[src/rtl/scg_defines.svh]
`ifndef SCG_DEFINES_SVH
`define SCG_DEFINES_SVH

// Clock rate
`define SCG_CLK_HZ 20_000_000
`define SCG_CLK_NS 50

// Check register
`define SCG_CRC_W 16
`define SCG_CRC_POLY 16'h1021
`define SCG_CRC_PRESET 16'hFFFF
`define SCG_CRC_ZERO 16'h0000

// Byte framing: two check bytes of eight bits each
`define SCG_BYTE_BITS 8
`define SCG_CW_BYTES 2
`define SCG_CW_BITS 16
`define SCG_CNT_W 5

// Step clock divider
`define SCG_STEP_DIV 16
`define SCG_STEP_W 4

// Pin synchroniser layout and idle levels
`define SCG_PIN_W 6
`define SCG_PIN_DIN 5
`define SCG_PIN_SHF 4
`define SCG_PIN_STB 3
`define SCG_PIN_SEL 2
`define SCG_PIN_INI 1
`define SCG_PIN_WCK 0
`define SCG_PIN_RST 6'h3E

// Register map, byte addresses
`define SCG_ADDR_W 8
`define SCG_ADDR_CTRL 8'h00
`define SCG_ADDR_STATUS 8'h04
`define SCG_CTRL_RST 32'h0000_0000
`define SCG_CTRL_WMODE 0
`define SCG_ST_PASS 0
`define SCG_ST_SKIP 1
`define SCG_ST_CWACT 2
`define SCG_ST_SEL 3
`define SCG_ST_CRC_LSB 16

// AXI responses
`define SCG_RESP_OKAY 2'h0
`define SCG_RESP_SLVERR 2'h2

`endif

[src/rtl/scg_pkg.sv]
package scg_pkg;

    // Output path of the write side
    typedef enum logic [2:0] {
        OUT_DATA = 3'b001,
        OUT_CHECK = 3'b010,
        OUT_TAIL = 3'b100
    } scg_out_state_type;

    // AXI4-Lite master to slave
    typedef struct packed {
        logic awvalid;
        logic [31:0] awaddr;
        logic wvalid;
        logic [31:0] wdata;
        logic [3:0] wstrb;
        logic bready;
        logic arvalid;
        logic [31:0] araddr;
        logic rready;
    } scg_axil_req_type;

    // AXI4-Lite slave to master
    typedef struct packed {
        logic awready;
        logic wready;
        logic bvalid;
        logic [1:0] bresp;
        logic arready;
        logic rvalid;
        logic [31:0] rdata;
        logic [1:0] rresp;
    } scg_axil_resp_type;

endpackage : scg_pkg

[src/rtl/scg_top.sv]
// How it works
// - CRC uses x^16 + x^12 + x^5 + 1
// - Init low holds skip high, preset FFFF
// - First input fall ends skip, starts CRC
// - Serial input is active low data
// - Shift fall shifts bit, emits checkword bit
// - Byte strobe fall captures select into flop
// - Checkword flag low while check bytes sent
// - Write output is data then check bytes
// - After check bytes output stays high
// - Read pass set on shift rise, no error
// - Pass holds while input high, no init
// - Second pass output is the complement
// - Output selection works in write mode only
// - Write clock divided by sixteen for step
//
// The AXI4-Lite slave port and the register addresses were left to the implementer.
`timescale 1ns/1ns
`include "scg_defines.svh"
module scg_top (
    input wire logic sys_clk, // 20 MHz system clock
    input wire logic nrst, // Async reset, active low
    input wire scg_pkg::scg_axil_req_type axil_req, // AXI4-Lite requests
    output scg_pkg::scg_axil_resp_type axil_resp, // AXI4-Lite answers
    input wire logic serial_in_n, // Serial data in, active low
    input wire logic bit_shift_clock, // Bit shift clock pin
    input wire logic byte_strobe_n, // Byte strobe, active low
    input wire logic data_or_crc_select, // High data, low checkword
    input wire logic crc_init_n, // Init strobe, active low
    input wire logic write_bit_clock, // Write clock to divide
    output logic serial_out_n, // Serial data out, active low
    output logic checkword_active_n, // Low while check bytes sent
    output logic skip_gate, // High until first input fall
    output logic check_pass, // Read check passed
    output logic check_pass_n, // Complement of check_pass
    output logic step_clock_out // Write clock over sixteen
);
    import scg_pkg::*;

    // ********************************
    // Function definitions
    // ********************************
    // One MSB-first step of the check register
    function automatic logic [`SCG_CRC_W-1:0] crc_step(
        input logic [`SCG_CRC_W-1:0] crc,
        input logic bit_in
    );
        logic fb;
        fb = crc[`SCG_CRC_W-1] ^ bit_in;
        crc_step = {crc[`SCG_CRC_W-2:0], 1'b0} ^ (fb ? `SCG_CRC_POLY : `SCG_CRC_ZERO);
    endfunction : crc_step

    // Word address decode
    function automatic logic addr_is(
        input logic [31:0] addr,
        input logic [`SCG_ADDR_W-1:0] off
    );
        addr_is = (addr[`SCG_ADDR_W-1:2] == off[`SCG_ADDR_W-1:2]);
    endfunction : addr_is

    // ********************************
    // Pin synchronisation
    // ********************************
    logic [`SCG_PIN_W-1:0] pins_s;
    logic [`SCG_PIN_W-1:0] pins_prev_q;

    scg_sync #(
        .W(`SCG_PIN_W),
        .RST_VAL(`SCG_PIN_RST)
    ) u_sync (
        .sys_clk(sys_clk),
        .nrst(nrst),
        .async_in({serial_in_n, bit_shift_clock, byte_strobe_n,
                   data_or_crc_select, crc_init_n, write_bit_clock}),
        .sync_out(pins_s)
    );

    // Previous synchronised levels for edge detection
    always_ff @(posedge sys_clk or negedge nrst) begin
        if (!nrst) begin
            pins_prev_q <= `SCG_PIN_RST;
        end else begin
            pins_prev_q <= pins_s;
        end
    end

    logic din_s;
    logic sel_s;
    logic init_n_s;
    logic din_fall;
    logic shf_fall;
    logic shf_rise;
    logic stb_fall;
    logic wck_rise;
    logic data_bit;

    assign din_s = pins_s[`SCG_PIN_DIN];
    assign sel_s = pins_s[`SCG_PIN_SEL];
    assign init_n_s = pins_s[`SCG_PIN_INI];
    assign din_fall = pins_prev_q[`SCG_PIN_DIN] & ~din_s;
    assign shf_fall = pins_prev_q[`SCG_PIN_SHF] & ~pins_s[`SCG_PIN_SHF];
    assign shf_rise = ~pins_prev_q[`SCG_PIN_SHF] & pins_s[`SCG_PIN_SHF];
    assign stb_fall = pins_prev_q[`SCG_PIN_STB] & ~pins_s[`SCG_PIN_STB];
    assign wck_rise = ~pins_prev_q[`SCG_PIN_WCK] & pins_s[`SCG_PIN_WCK];
    // Line is active low, so a low level carries a one
    assign data_bit = ~din_s;

    // ********************************
    // Register file
    // ********************************
    logic write_mode_q;
    logic aw_have_q;
    logic w_have_q;
    logic [31:0] awaddr_q;
    logic [31:0] wdata_q;
    logic [3:0] wstrb_q;
    logic bvalid_q;
    logic [1:0] bresp_q;
    logic rvalid_q;
    logic [31:0] rdata_q;
    logic [1:0] rresp_q;
    logic aw_take;
    logic w_take;
    logic ar_take;
    logic wr_go;

    assign aw_take = axil_req.awvalid & ~aw_have_q & ~bvalid_q;
    assign w_take = axil_req.wvalid & ~w_have_q & ~bvalid_q;
    assign ar_take = axil_req.arvalid & ~rvalid_q;
    assign wr_go = aw_have_q & w_have_q & ~bvalid_q;

    // Handshakes are combinational, payloads come from flops
    always_comb begin
        axil_resp.awready = ~aw_have_q & ~bvalid_q;
        axil_resp.wready = ~w_have_q & ~bvalid_q;
        axil_resp.bvalid = bvalid_q;
        axil_resp.bresp = bresp_q;
        axil_resp.arready = ~rvalid_q;
        axil_resp.rvalid = rvalid_q;
        axil_resp.rdata = rdata_q;
        axil_resp.rresp = rresp_q;
    end

    // Write channel: address and data taken in either order
    always_ff @(posedge sys_clk or negedge nrst) begin
        if (!nrst) begin
            aw_have_q <= 1'b0;
            w_have_q <= 1'b0;
            awaddr_q <= 32'h0000_0000;
            wdata_q <= 32'h0000_0000;
            wstrb_q <= 4'h0;
            bvalid_q <= 1'b0;
            bresp_q <= `SCG_RESP_OKAY;
        end else begin
            if (aw_take) begin
                aw_have_q <= 1'b1;
                awaddr_q <= axil_req.awaddr;
            end
            if (w_take) begin
                w_have_q <= 1'b1;
                wdata_q <= axil_req.wdata;
                wstrb_q <= axil_req.wstrb;
            end
            if (wr_go) begin
                aw_have_q <= 1'b0;
                w_have_q <= 1'b0;
                bvalid_q <= 1'b1;
                bresp_q <= (addr_is(awaddr_q, `SCG_ADDR_CTRL) ||
                             addr_is(awaddr_q, `SCG_ADDR_STATUS)) ?
                           `SCG_RESP_OKAY : `SCG_RESP_SLVERR;
            end else if (bvalid_q && axil_req.bready) begin
                bvalid_q <= 1'b0;
            end
        end
    end

    // Mode bit; status is read-only and ignores writes
    always_ff @(posedge sys_clk or negedge nrst) begin
        if (!nrst) begin
            write_mode_q <= 1'(`SCG_CTRL_RST);
        end else if (wr_go && addr_is(awaddr_q, `SCG_ADDR_CTRL) && wstrb_q[0]) begin
            write_mode_q <= wdata_q[`SCG_CTRL_WMODE];
        end
    end

    // ********************************
    // Check register and skip gate
    // ********************************
    logic skip_q;
    logic [`SCG_CRC_W-1:0] crc_q;
    logic [`SCG_CNT_W-1:0] cw_cnt_q;
    logic [`SCG_CNT_W-1:0] rd_cnt_q;
    logic sel_q;
    scg_out_state_type out_q;
    logic cw_shift;

    // Checkword bits leave the register rather than new data entering it
    assign cw_shift = write_mode_q & (out_q == OUT_CHECK);

    // Skip gate arms on init and drops on the first input fall
    always_ff @(posedge sys_clk or negedge nrst) begin
        if (!nrst) begin
            skip_q <= 1'b1;
        end else if (!init_n_s) begin
            skip_q <= 1'b1;
        end else if (din_fall) begin
            skip_q <= 1'b0;
        end
    end

    // Register shifts only once the skip gate has dropped
    always_ff @(posedge sys_clk or negedge nrst) begin
        if (!nrst) begin
            crc_q <= `SCG_CRC_PRESET;
        end else if (!init_n_s) begin
            crc_q <= `SCG_CRC_PRESET;
        end else if (shf_fall && !skip_q) begin
            if (cw_shift) begin
                crc_q <= {crc_q[`SCG_CRC_W-2:0], 1'b0};
            end else begin
                crc_q <= crc_step(crc_q, data_bit);
            end
        end
    end

    // Read side bit count, saturating at sixteen bits, the length of both check bytes
    always_ff @(posedge sys_clk or negedge nrst) begin
        if (!nrst) begin
            rd_cnt_q <= '0;
        end else if (!init_n_s) begin
            rd_cnt_q <= '0;
        end else if (shf_fall && !skip_q && rd_cnt_q < `SCG_CNT_W'(`SCG_CW_BITS)) begin
            rd_cnt_q <= rd_cnt_q + 1'b1;
        end
    end

    // ********************************
    // Write side output selection
    // ********************************
    // Select flop; strobes are ignored in read mode
    always_ff @(posedge sys_clk or negedge nrst) begin
        if (!nrst) begin
            sel_q <= 1'b1;
        end else if (stb_fall && write_mode_q) begin
            sel_q <= sel_s;
        end
    end

    // Output path state and checkword bit count
    always_ff @(posedge sys_clk or negedge nrst) begin
        if (!nrst) begin
            out_q <= OUT_DATA;
            cw_cnt_q <= '0;
        end else begin
            case (out_q)
                OUT_DATA: begin
                    cw_cnt_q <= '0;
                    if (write_mode_q && !sel_q) begin
                        out_q <= OUT_CHECK;
                    end
                end
                OUT_CHECK: begin
                    if (sel_q || !write_mode_q) begin
                        out_q <= OUT_DATA;
                    end else if (shf_fall && !skip_q) begin
                        cw_cnt_q <= cw_cnt_q + 1'b1;
                        if (cw_cnt_q == `SCG_CNT_W'(`SCG_CW_BITS - 1)) begin
                            out_q <= OUT_TAIL;
                        end
                    end
                end
                OUT_TAIL: begin
                    if (sel_q || !write_mode_q) begin
                        out_q <= OUT_DATA;
                    end
                end
                default: begin
                    out_q <= OUT_DATA;
                end
            endcase
        end
    end

    // Serial output; dormant high in read mode
    always_ff @(posedge sys_clk or negedge nrst) begin
        if (!nrst) begin
            serial_out_n <= 1'b1;
        end else if (!write_mode_q) begin
            serial_out_n <= 1'b1;
        end else if (out_q == OUT_DATA) begin
            serial_out_n <= din_s;
        end else if (shf_fall && !skip_q) begin
            // Last check bit stands a full bit time before the line idles high
            serial_out_n <= (out_q == OUT_TAIL) ? 1'b1 : ~crc_q[`SCG_CRC_W-1];
        end
    end

    // Checkword flag follows the output path
    always_ff @(posedge sys_clk or negedge nrst) begin
        if (!nrst) begin
            checkword_active_n <= 1'b1;
        end else begin
            checkword_active_n <= ~(write_mode_q && out_q == OUT_CHECK);
        end
    end

    assign skip_gate = skip_q;

    // ********************************
    // Read side pass outputs
    // ********************************
    logic pass_hit;

    // Zero residue after both check bytes, sampled on the shift rise
    assign pass_hit = !write_mode_q && !skip_q && shf_rise &&
                      rd_cnt_q == `SCG_CNT_W'(`SCG_CW_BITS) && crc_q == `SCG_CRC_ZERO;

    // Set wins over the clear from a low input level
    always_ff @(posedge sys_clk or negedge nrst) begin
        if (!nrst) begin
            check_pass <= 1'b0;
            check_pass_n <= 1'b1;
        end else if (!init_n_s) begin
            check_pass <= 1'b0;
            check_pass_n <= 1'b1;
        end else if (pass_hit) begin
            check_pass <= 1'b1;
            check_pass_n <= 1'b0;
        end else if (!din_s) begin
            check_pass <= 1'b0;
            check_pass_n <= 1'b1;
        end
    end

    // ********************************
    // Step clock divider
    // ********************************
    logic [`SCG_STEP_W-1:0] step_cnt_q;

    // Nothing else sees the write clock
    always_ff @(posedge sys_clk or negedge nrst) begin
        if (!nrst) begin
            step_cnt_q <= '0;
            step_clock_out <= 1'b0;
        end else if (wck_rise) begin
            step_cnt_q <= step_cnt_q + 1'b1;
            step_clock_out <= (step_cnt_q == `SCG_STEP_W'(`SCG_STEP_DIV / 2 - 1)) ?
                              ~step_clock_out :
                              (step_cnt_q == `SCG_STEP_W'(`SCG_STEP_DIV - 1)) ?
                              ~step_clock_out : step_clock_out;
        end
    end

    // ********************************
    // Read data
    // ********************************
    always_ff @(posedge sys_clk or negedge nrst) begin
        if (!nrst) begin
            rvalid_q <= 1'b0;
            rdata_q <= 32'h0000_0000;
            rresp_q <= `SCG_RESP_OKAY;
        end else if (ar_take) begin
            rvalid_q <= 1'b1;
            rresp_q <= `SCG_RESP_OKAY;
            rdata_q <= 32'h0000_0000;
            if (addr_is(axil_req.araddr, `SCG_ADDR_CTRL)) begin
                rdata_q[`SCG_CTRL_WMODE] <= write_mode_q;
            end else if (addr_is(axil_req.araddr, `SCG_ADDR_STATUS)) begin
                rdata_q[`SCG_ST_PASS] <= check_pass;
                rdata_q[`SCG_ST_SKIP] <= skip_q;
                rdata_q[`SCG_ST_CWACT] <= ~checkword_active_n;
                rdata_q[`SCG_ST_SEL] <= sel_q;
                rdata_q[`SCG_ST_CRC_LSB +: `SCG_CRC_W] <= crc_q;
            end else begin
                rresp_q <= `SCG_RESP_SLVERR;
            end
        end else if (rvalid_q && axil_req.rready) begin
            rvalid_q <= 1'b0;
        end
    end
endmodule : scg_top

[src/rtl/scg_sync.sv]
`timescale 1ns/1ns
module scg_sync #(
    parameter int W = 1,
    parameter logic [W-1:0] RST_VAL = '0
) (
    input wire logic sys_clk, // System clock
    input wire logic nrst, // Async reset, active low
    input wire logic [W-1:0] async_in, // Pins from outside
    output logic [W-1:0] sync_out // Synchronised levels
);
    logic [W-1:0] meta_q;

    // ********************************
    // Two-stage synchroniser
    // ********************************
    // First stage feeds only the second, to contain metastability
    always_ff @(posedge sys_clk or negedge nrst) begin
        if (!nrst) begin
            meta_q <= RST_VAL;
            sync_out <= RST_VAL;
        end else begin
            meta_q <= async_in;
            sync_out <= meta_q;
        end
    end
endmodule : scg_sync

[config.mk]
export PLATFORM = sky130hd
export DESIGN_NAME = scg_top
export DESIGN_NICKNAME = d
export VERILOG_FILES = /design/src/rtl/scg_pkg.sv /design/src/rtl/scg_top.sv /design/src/rtl/scg_sync.sv
export VERILOG_INCLUDE_DIRS = /design/src /design/src/rtl
export SDC_FILE = /design/constraint.sdc
export NUM_CORES = 1
export LEC_CHECK = 0
export BUFFER_PORTS_ARGS = -buffer_cell sky130_fd_sc_hd__buf_2
export CAP_MARGIN = 20
export CORE_MARGIN = 8
export CORE_UTILIZATION = 48
export CTS_CLUSTER_DIAMETER = 150
export DETAILED_ROUTE_END_ITERATION = 16
export PLACE_DENSITY = 0.81
export SYNTH_ARGS = -nofsm -noshare
export SYNTH_HDL_FRONTEND = slang
export SYNTH_SLANG_ARGS = --single-unit
[constraint.sdc]
create_clock -name sys_clk -period 2.6 [get_ports sys_clk]
set_clock_uncertainty 0.1 [all_clocks]
set_input_delay 0.52 -clock sys_clk [delete_from_list [all_inputs] [get_ports sys_clk]]
set_output_delay 0.52 -clock sys_clk [all_outputs]
set_load 0.05 [all_outputs]
==> run summary, run 1 <==
outcome: finished, final reports clean
Buf/Inv on CP: 0
CTS Buf Count: 9
FMAX: 0.498 GHz
min setup slack post-route: 593 ps
Yosys cell types: 49
GRT Util Overall: 14.2%
gr ovfl total: 0
Mapped Cells: 331
Final #Nets: 509
routability cong.: 0.833
Resize count post-CTS: 0
worst skew pair latency: 360 ps
Die Area: 11200 um^2
drt pass-1 iters: 4
die width: 106 um
clk buf depth: 2
post-route ant nets: 0
worst-path maximum fanout: 22
Fill cells: 716
R2R Path Start: pins_prev_q[4]
number of post-CTS setup repair buffers: 0
worst setup path start: pins_prev_q[4]
Via density: 5.28
Setup WS pre-CTS: 601 ps
top_reg_cell synth: dfrtp_1
core area: 8050 um^2
DP Wirelength: 5640 um
initial core utilization: 48.3%
Cell Chain, Critical Path: or3b_2 > nor4_1 > mux2i_1
pin count of the biggest net entering global routing: 39
CP delay by family, top: simple AND/OR/NAND/NOR gates
vias in the first global route: 2696
VDD IR-drop max: 620 uV
FFs w/ async S/R, synth: 100%
initial antenna violation count: 0
first-pass GRT wire length: 13000 um
leakage power: 2.08 nW
average size of a mapped cell: 11.7 um^2
final cycle utilization of the critical path: 77.2%
routed wire length: 7620 um
most common cell after layout, fill and taps aside: buf_2
WL/cell: 15.2 um
Req. time, crit path: 2780 ps
crit path capture type: flip-flop
final slew viol count: 0
Yosys reg bits: 90
Post-synth EDFFs: 0
final setup fails: 0
slew margin rel.: 56.0%
Layout area overhead: 14.2%
I/O Buffers: 59
Die Ht: 106 um
Max-Cap Viols: 0
endpoints failing hold: 0
Final Critical Period: 2010 ps
CP Launch Type: flip-flop
CP Data Arrival Time: 2190 ps
RSZ-0062 raised after global routing: false
Netlist Area Pre-Place: 3890 um^2
measured slew at the worst slew-check pin: 650 ps
layout cell share with drive strength beyond 1: 34.3%
register area share after synthesis: 59.0%
Power, Total: 3.47 mW
hold buffer count at cts: 0
CTS sink count: 90
Final TNS setup: 0 ps
top post-synthesis cells by area: dfrtp_1 35%, dfstp_2 24%, a22o_1 4.3%
root buffer cell: clkbuf_8
PwrDens: 781 nW/um^2
slowest CP cell: or3b_2
Clock Pin Slew Worst Setup and Hold Paths: 80 ps
total number of yosys warnings: 0
Hold Path Class: in2async
via count: 2645
Max stage delay on crit path: 670 ps
area leader, netlist: dfrtp_1
most frequent cells in the layout: 58 x buf_2, 55 x dfrtp_1, 41 x nand2_1
final instance area: 4440 um^2
DRC errors left: 0
Yosys top cell area share: 35.4%
DP Area: 4250 um^2
top-level I/O count: 160
num rows: 33
H-tree levels: 3
CP Class: reg2reg
1st-iter DRT viols: 99
CTS tree: done
Diodes inserted: 0
worst paths after layout:
| kind | endpoint | slack [ps] | cells past startpoint |
|---|---|---|---|
| setup / recovery | cw_cnt_q[3] | 590 | 3 |
| hold / removal | cw_cnt_q[2] | 20 | 1 |
| hold reg to reg | u_sync.sync_out[1] | 250 | 0 |
| min in group sys_clk | u_sync.meta_q[3] | 150 | 1 |
| setup reg to reg | cw_cnt_q[3] | 590 | 3 |
| max in group asynchronous | skip_gate | 1690 | 2 |
stage by stage:
step	std cells	utilization (%)	hold WS, ps
2_1_floorplan	344	-	124
3_3_place_gp	485	52.8	235
3_5_place_dp	485	52.8	247
4_1_cts	501	55.2	20.1
5_1_grt	501	55.2	42.5
6_report	501	55.2	15.4
registers in the layout, indices dropped and copies added, names as in the netlist, 3 cells and up:
signal           cells
u_sync.meta_q        6
out_q                3
step_cnt_q           3
rdata_q             20
awaddr_q             6
rd_cnt_q             5
u_sync.sync_out      6
cw_cnt_q             5
pins_prev_q          4
crc_q               16
metal layers:
layer  global-route usage, %  wire [um]  up-vias
li1                        -          -     1267
met1                    17.9       3400     1304
met2                    22.3       3660       63
met3                    4.84        461       11
met4                    4.82         93        0
met5                       0          0        -
synthesized netlist by cell type (all sizes together), types with 3 or more instances:
cell / n
o211ai: 3
nor2b: 4
o21ai: 9
nor3b: 7
o311ai: 3
xor2: 3
ha: 5
mux2: 11
mux2i: 6
dfstp: 35
nand2b: 7
nor3: 4
dfrtp: 55
nand2: 41
xnor2: 3
nor4: 8
nor2: 6
and2: 3
or3b: 3
a22o: 19
inv: 13
nand4: 5
clkbuf: 13
nor4b: 4
buf: 18
nand3: 17
worst reg2reg max path: stages (launching register included):
cell     delay (ps)
dfstp_2         560
or3b_2          680
nor4_1          380
mux2i_1         230
cells by family after synthesis:
group           share of synthesized area (%)
compound gates                           9.88
xor+xnor                                 1.35
fa+ha+maj                                1.61
buf+inv                                  6.02
flops                                    59.0
mux                                      4.73
other cells                            0.0964
simple gates                             17.3
power by group:
| group | internal, mW | total (mW) | switching (mW) |
|---|---|---|---|
| Clock | 0.385 | 0.884 | 0.499 |
| Combinational | 0.281 | 0.795 | 0.513 |
| Sequential | 1.61 | 1.79 | 0.178 |
| Total | 2.28 | 3.47 | 1.19 |
layout make-up:
class	instances	area, um^2	share of cell area (%)
Multi-Input combinational cell	210	1410	31.7
Clock inverter	6	50.0	1.13
Clock buffer	10	138	3.10
Inverter	13	48.8	1.10
Sequential cell	90	2300	51.7
Tap cell	105	131	2.96
Timing Repair Buffer	67	370	8.34
No activity file was read; power rests on OpenSTA's default activity.
==> run 2: changes to the inputs <==
ABC_AREA = 1   (was unset)
CORE_UTILIZATION = 49   (was 48)
clock period = 2.1 ns   (was 2.6 ns; I/O delays follow)
==> run 2 against run 1 <==
Net effect:
- first-iteration DRC count grew 45%
- clock-buffer cell count grew 3
- via count grew 13%
- critical path depth shrank 1
- worst hold slack gained 48 ps
- combinational power grew 42%
- design area grew 4.2%
- sequential cell count is the same
- non-clock buffer count shrank 2
- synthesized cell count grew 33%
- highest routed layer unchanged
==> run summary, run 2 <==
Yosys cell types: 36 (-27%)
Setup WS pre-CTS: 441 ps (-160 ps)
first-pass GRT wire length: 13900 um (+7.0%)
final slew viol count: 0 (unchanged)
Clock power frac: 25.8% (+0.3 points)
CP Launch Type: flip-flop
Final Critical Period: 1810 ps
Final #Nets: 621 (+22%)
Mapped Cells: 439 (+33%)
Via density: 4.89 (-7.4%)
core area: 8180 um^2 (+1.5%)
post-route ant nets: 0 (unchanged)
Netlist Area Pre-Place: 4090 um^2 (+5.2%)
worst skew pair latency: 350 ps (about the same)
initial core utilization: 50.0% (+1.7 points)
Die Area: 11500 um^2 (+2.6%)
root buffer cell: clkbuf_8
average size of a mapped cell: 9.32 um^2 (-21%)
sw frac: 35.0% (+0.70 points)
Max-Cap Viols: 0 (unchanged)
leakage power: 2.43 nW (+16%)
most frequent cells in the layout: 118 x nand2_1, 58 x buf_2, 55 x dfrtp_1
vias in the first global route: 3219 (+19%)
DP Wirelength: 5900 um (+4.7%)
crit path capture type: primary output
via count: 2997 (+13%)
DRC errors left: 0 (unchanged)
Net Switching: 1.55 mW (+30%)
PwrDens: 958 nW/um^2 (+23%)
final cycle utilization of the critical path: 86.1%
initial antenna violation count: 0 (unchanged)
num rows: 33 (unchanged)
gr ovfl total: 0 (unchanged)
layout cell share with drive strength beyond 1: 29.7% (-4.6 points)
I/O Buffers: 59 (unchanged)
number of post-CTS setup repair buffers: 0 (unchanged)
register with the most flip-flops: rdata_q
CTS Buf Count: 9 (unchanged)
most common cell after layout, fill and taps aside: nand2_1
top post-synthesis cells by area: dfrtp_1 34%, dfstp_2 22%, nand2_1 11%
Die Ht: 107 um (+1.3%)
Clock Pin Slew Worst Setup and Hold Paths: 80 ps (about the same)
top cells by count, synth: 118 x nand2_1, 55 x dfrtp_1, 45 x nand3_1
worst-path maximum fanout: 5 (-77%)
max reg flops: 20 (unchanged)
GRT Util Overall: 14.7% (+0.48 points)
Layout area overhead: 13.1%
RSZ-0062 raised after global routing: false
WL/cell: 13.0 um (-14%)
measured slew at the worst slew-check pin: 575 ps (-75.3 ps)
VDD IR-drop max: 709 uV (+14%)
Comb power frac: 25.5% (+2.6 points)
slew margin rel.: 61.6% (+5.6 points)
drt pass-1 iters: 4 (unchanged)
min setup slack post-route: 293 ps (-300 ps)
register area share after synthesis: 56.1% (-2.9 points)
CP Data Arrival Time: 1290 ps (-900 ps)
die width: 107 um (+1.3%)
largest registers: rdata_q: 20 flops, crc_q: 16 flops
Req. time, crit path: 1580 ps (-1200 ps)
CTS sink count: 90 (unchanged)
top_reg_cell synth: dfrtp_1
FMAX: 0.553 GHz
Yosys top cell area share: 33.6% (-1.8 points)
clk buf depth: 2 (unchanged)
pin count of the biggest net entering global routing: 43 (+10%)
cell with the most instances after synthesis: nand2_1
Diodes inserted: 0 (unchanged)
Yosys reg bits: 90 (unchanged)
endpoints failing hold: 0 (unchanged)
outcome: finished, final reports clean
CTS tree: done
Flop pwr share: 48.6% (-3.0 points)
P_int: 2.88 mW (+26%)
CP Class: reg2out
final setup fails: 0 (unchanged)
top-level I/O count: 160 (unchanged)
routability cong.: 0.792 (-4.9%)
H-tree levels: 3 (unchanged)
Final TNS setup: 0 ps (unchanged)
FFs w/ async S/R, synth: 100% (unchanged)
Hold Path Class: in2reg
area leader, netlist: dfrtp_1
Post-synth EDFFs: 0 (unchanged)
total number of yosys warnings: 0 (unchanged)
1st-iter DRT viols: 144 (+45%)
routed wire length: 7990 um (+4.8%)
-- run 2: cell count changes in the layout (fill, tap and decap cells not counted), moves of 7 or more --
cell,change
nand2_1,+77
inv_1,+30
nor2_1,+29
nand3_1,+28
a22o_1,-19
mux2_2,-10
a21oi_1,+9
a22oi_2,+9
inv_2,+8
nor4_1,-8
nand2b_1,-7
o21ai_1,+7
-- run 2: power by group through the flow --
stage	Combinational [mW]	Clock, mW	Sequential [mW]
2_1_floorplan	0.823	0	2.25
4_1_cts	1.15	1.19	2.16
5_1_grt	1.27	1.26	2.18
3_5_place_dp	1.14	0	2.19
6_report	1.13	1.14	2.16
3_3_place_gp	1.10	0	2.18
-- run 2: final cells by class --
cell class                      instances  area (um^2)
Timing Repair Buffer                   65          358
Fill cell                             758         3550
Multi-Input combinational cell        285         1450
Tap cell                              105          131
Clock inverter                          3         42.5
Sequential cell                        90         2300
Clock buffer                           13          149
Inverter                               52          196
-- run 2: what timing repair did --
item	CTS	global route
hold buffers	1	0
hold endpoints to repair	13	0
gates resized for setup	0	0
-- run 2: critical path: stages, from the launching register on --
cell and delay, ps:
dfrtp_1 420, nor2_2 210, buf_2 300
-- run 2: path summary, 6_finish.rpt --
check	slack (ps)	cells past startpoint	endpoint	start
max in group asynchronous	810	3	u_sync.meta_q[1]	nrst
max reg2reg	480	5	rdata_q[23]	rvalid_q
max	290	2	axil_resp[40]	bvalid_q
min reg2reg	250	0	u_sync.sync_out[0]	u_sync.meta_q[0]
min	60	1	u_sync.meta_q[3]	byte_strobe_n
min in group asynchronous	410	2	rdata_q[3]	nrst
-- run 2: metal layers --
metal	routed length [um]	global-route usage, %	part of all wire, %	up-vias
li1	-	-	-	1493
met4	56	3.96	0.70	0
met3	638	5.33	8.0	7
met2	3760	24.5	47	85
met1	3530	17.5	44	1412
met5	0	0	0	-
-- run 2: kinds of logic (layout without fill, tap and decap cells) --
kind of cell | count (synthesis) | after routing | synth area share, %
other | 1 | 14 | 0.0917
AO/OA/AOI/OAI | 37 | 37 | 6.48
multiplexers | 1 | 1 | 0.275
XOR/XNOR | 3 | 3 | 0.642
flip-flops | 90 | 90 | 56.1
buffers and inverters | 77 | 133 | 9.54
AND/OR/NAND/NOR | 225 | 225 | 25.3
adder cells (fa/ha/maj) | 5 | 5 | 1.53
-- run 2: stage by stage --
step / util, % / hold WS [ps] / total power [mW] / cells / area, um^2
final: 56.6 / 63.6 / 4.43 / 613 / 4630
after CTS: 56.6 / 37.1 / 4.50 / 613 / 4630
after global routing: 56.6 / 35.9 / 4.71 / 613 / 4630
after floorplan: - / 24.4 / 3.07 / 452 / 4140
after global placement: 54.1 / 234 / 3.28 / 596 / 4430
after detailed placement: 54.1 / 238 / 3.33 / 596 / 4430
==> run 3: changes to the inputs <==
CORE_UTILIZATION = 50   (was 49)
CTS_BUF_LIST = sky130_fd_sc_hd__clkbuf_4 sky130_fd_sc_hd__clkbuf_8   (was unset)
PLACE_DENSITY = 0.83   (was 0.81)
==> run 3 against run 2 <==
Net effect:
- cell count did not move
- design area shrank 0.24%
- combinational power about the same
- highest routed layer unchanged
- sequential share of layout area is 0.12 points higher
- die area fell by 1.7%
- worst setup slack worse by 3.4 ps
- fmax is 0.19% lower
==> run summary, run 3 (same netlist as run 2, synthesis figures left out) <==
cells on worst reg2reg path: 5 (unchanged)
Buf/Inv on CP: 1 (unchanged)
Fill cells: 749 (-1.2%)
crit path capture type: primary output
routability cong.: 0.837 (+5.8%)
DP Area: 4430 um^2 (+0.17%)
routed wire length: 7770 um (-2.7%)
num rows: 33 (unchanged)
PwrDens: 937 nW/um^2 (-2.2%)
CP delay by family, top: flip-flops
Comb power frac: 26.0% (+0.5 points)
measured slew at the worst slew-check pin: 569 ps (-5.88 ps)
vias in the first global route: 3056 (-5.1%)
die width: 106 um (-0.85%)
Clock power frac: 24.0% (-1.8 points)
Cell Chain, Critical Path: nor2_2 > buf_2
via count: 2980 (-0.57%)
CTS Buf Count: 9 (unchanged)
gr ovfl total: 0 (unchanged)
first-pass GRT wire length: 13500 um (-3.2%)
layout cell share with drive strength beyond 1: 30.3% (+0.59 points)
final slew viol count: 0 (unchanged)
core area: 8090 um^2 (-1.0%)
worst skew pair latency: 340 ps (about the same)
Clock Pin Slew Worst Setup and Hold Paths: 80 ps (about the same)
CTS tree: done
slew margin rel.: 62.0% (+0.39 points)
WL/cell: 12.7 um (-2.7%)
drt pass-1 iters: 4 (unchanged)
Hold Path Class: in2reg
sw frac: 35.1% (+0.065 points)
Final Critical Period: 1810 ps (+3.38 ps)
top-level I/O count: 160 (unchanged)
Multi-input gate area: 1450 um^2 (unchanged)
initial core utilization: 50.6% (+0.51 points)
Crit path depth: 2 (unchanged)
largest registers: rdata_q: 20 flops, crc_q: 16 flops
outcome: finished, final reports clean
Max-Cap Viols: 0 (unchanged)
most frequent cells in the layout: 118 x nand2_1, 58 x buf_2, 55 x dfrtp_1
initial antenna violation count: 0 (unchanged)
Flop pwr share: 50.0% (+1.4 points)
endpoints failing hold: 0 (unchanged)
FF+latch area: 2300 um^2 (unchanged)
CP Data Arrival Time: 1290 ps (about the same)
Power, Total: 4.32 mW (-2.4%)
CTS sink count: 90 (unchanged)
CP Class: reg2out
register with the most flip-flops: rdata_q
Via density: 4.86 (-0.57%)
Net Switching: 1.52 mW (-2.2%)
number of post-CTS setup repair buffers: 0 (unchanged)
Max stage delay on crit path: 440 ps (+20 ps)
clk buf depth: 2 (unchanged)
VDD IR-drop max: 861 uV (+21%)
flop-to-flop setup slack: 460 ps (-20 ps)
Die Area: 11300 um^2 (-1.7%)
I/O Buffers: 59 (unchanged)
final setup fails: 0 (unchanged)
minimum hold slack: 71.9 ps (+8.28 ps)
Req. time, crit path: 1580 ps (about the same)
most common cell after layout, fill and taps aside: nand2_1
final instance area: 4620 um^2 (-0.24%)
Final #Nets: 622 (+0.16%)
DP Wirelength: 5930 um (+0.39%)
Die Ht: 106 um (-0.85%)
Layout area overhead: 12.8%
Final TNS setup: 0 ps (unchanged)
P_int: 2.81 mW (-2.5%)
root buffer cell: clkbuf_8
GRT Util Overall: 14.5% (-0.14 points)
worst-path maximum fanout: 5 (unchanged)
max reg flops: 20 (unchanged)
post-route ant nets: 0 (unchanged)
CP Launch Type: flip-flop
DRC errors left: 0 (unchanged)
pin count of the biggest net entering global routing: 35 (-19%)
1st-iter DRT viols: 107 (-26%)
slowest CP cell: dfrtp_1
H-tree levels: 3 (unchanged)
FMAX: 0.552 GHz (-0.19%)
Hold Path Depth: 1 (unchanged)
final cycle utilization of the critical path: 86.2% (+0.16 points)
Diodes inserted: 0 (unchanged)
RSZ-0062 raised after global routing: false
leakage power: 2.43 nW (+0.22%)
[run 3: layer usage]
layer  track usage, %  routed length (um)
met1             17.2                3350
met2             24.2                3730
met3             4.11                 579
met4             6.33                 106
met5                0                   0
[run 3: timing repair]
item,4_1_cts,5_1_grt
hold buffers,1,0
gates resized for setup,0,0
hold endpoints to repair,7,0
[run 3: layout make-up]
type	instances	share of cell area [%]
clock buffers	14	3.63
clock inverters	1	0.108
inverters	52	4.26
multi-input cells	285	31.5
flip-flops and latches	90	49.7
well taps	105	2.85
repair buffers	66	7.92
[run 3: worst register-to-register path, cell delays in order (launching register included)]
cell and delay, ps:
dfrtp_1 390, inv_1 80, nand2_1 220, inv_1 520
nand3_1 170, nand2_1 90
[run 3: per-stage QoR]
stage / setup slack, ps / std cells / utilization, %
finish: 290 / 613 / 57.0
floorplan: 352 / 452 / -
detailed placement: 432 / 597 / 54.8
CTS: 278 / 613 / 57.0
global route: 211 / 613 / 57.0
global placement: 499 / 597 / 54.8
[run 3: power groups by stage]
| stage | logic [mW] | clock network, mW | registers [mW] |
|---|---|---|---|
| finish | 1.13 | 1.04 | 2.16 |
| detailed placement | 1.14 | 0 | 2.19 |
| global route | 1.27 | 1.14 | 2.19 |
| global placement | 1.10 | 0 | 2.17 |
| floorplan | 0.823 | 0 | 2.25 |
| CTS | 1.14 | 1.07 | 2.16 |
[run 3: final timing paths]
check / startpoint / to
hold reg to reg: u_sync.meta_q[1] / u_sync.sync_out[1]
max in group asynchronous: nrst / checkword_active_n
setup / recovery: bvalid_q / axil_resp[40]
min in group asynchronous: nrst / w_have_q
hold / removal: data_or_crc_select / u_sync.meta_q[2]
setup reg to reg: rvalid_q / rdata_q[22]
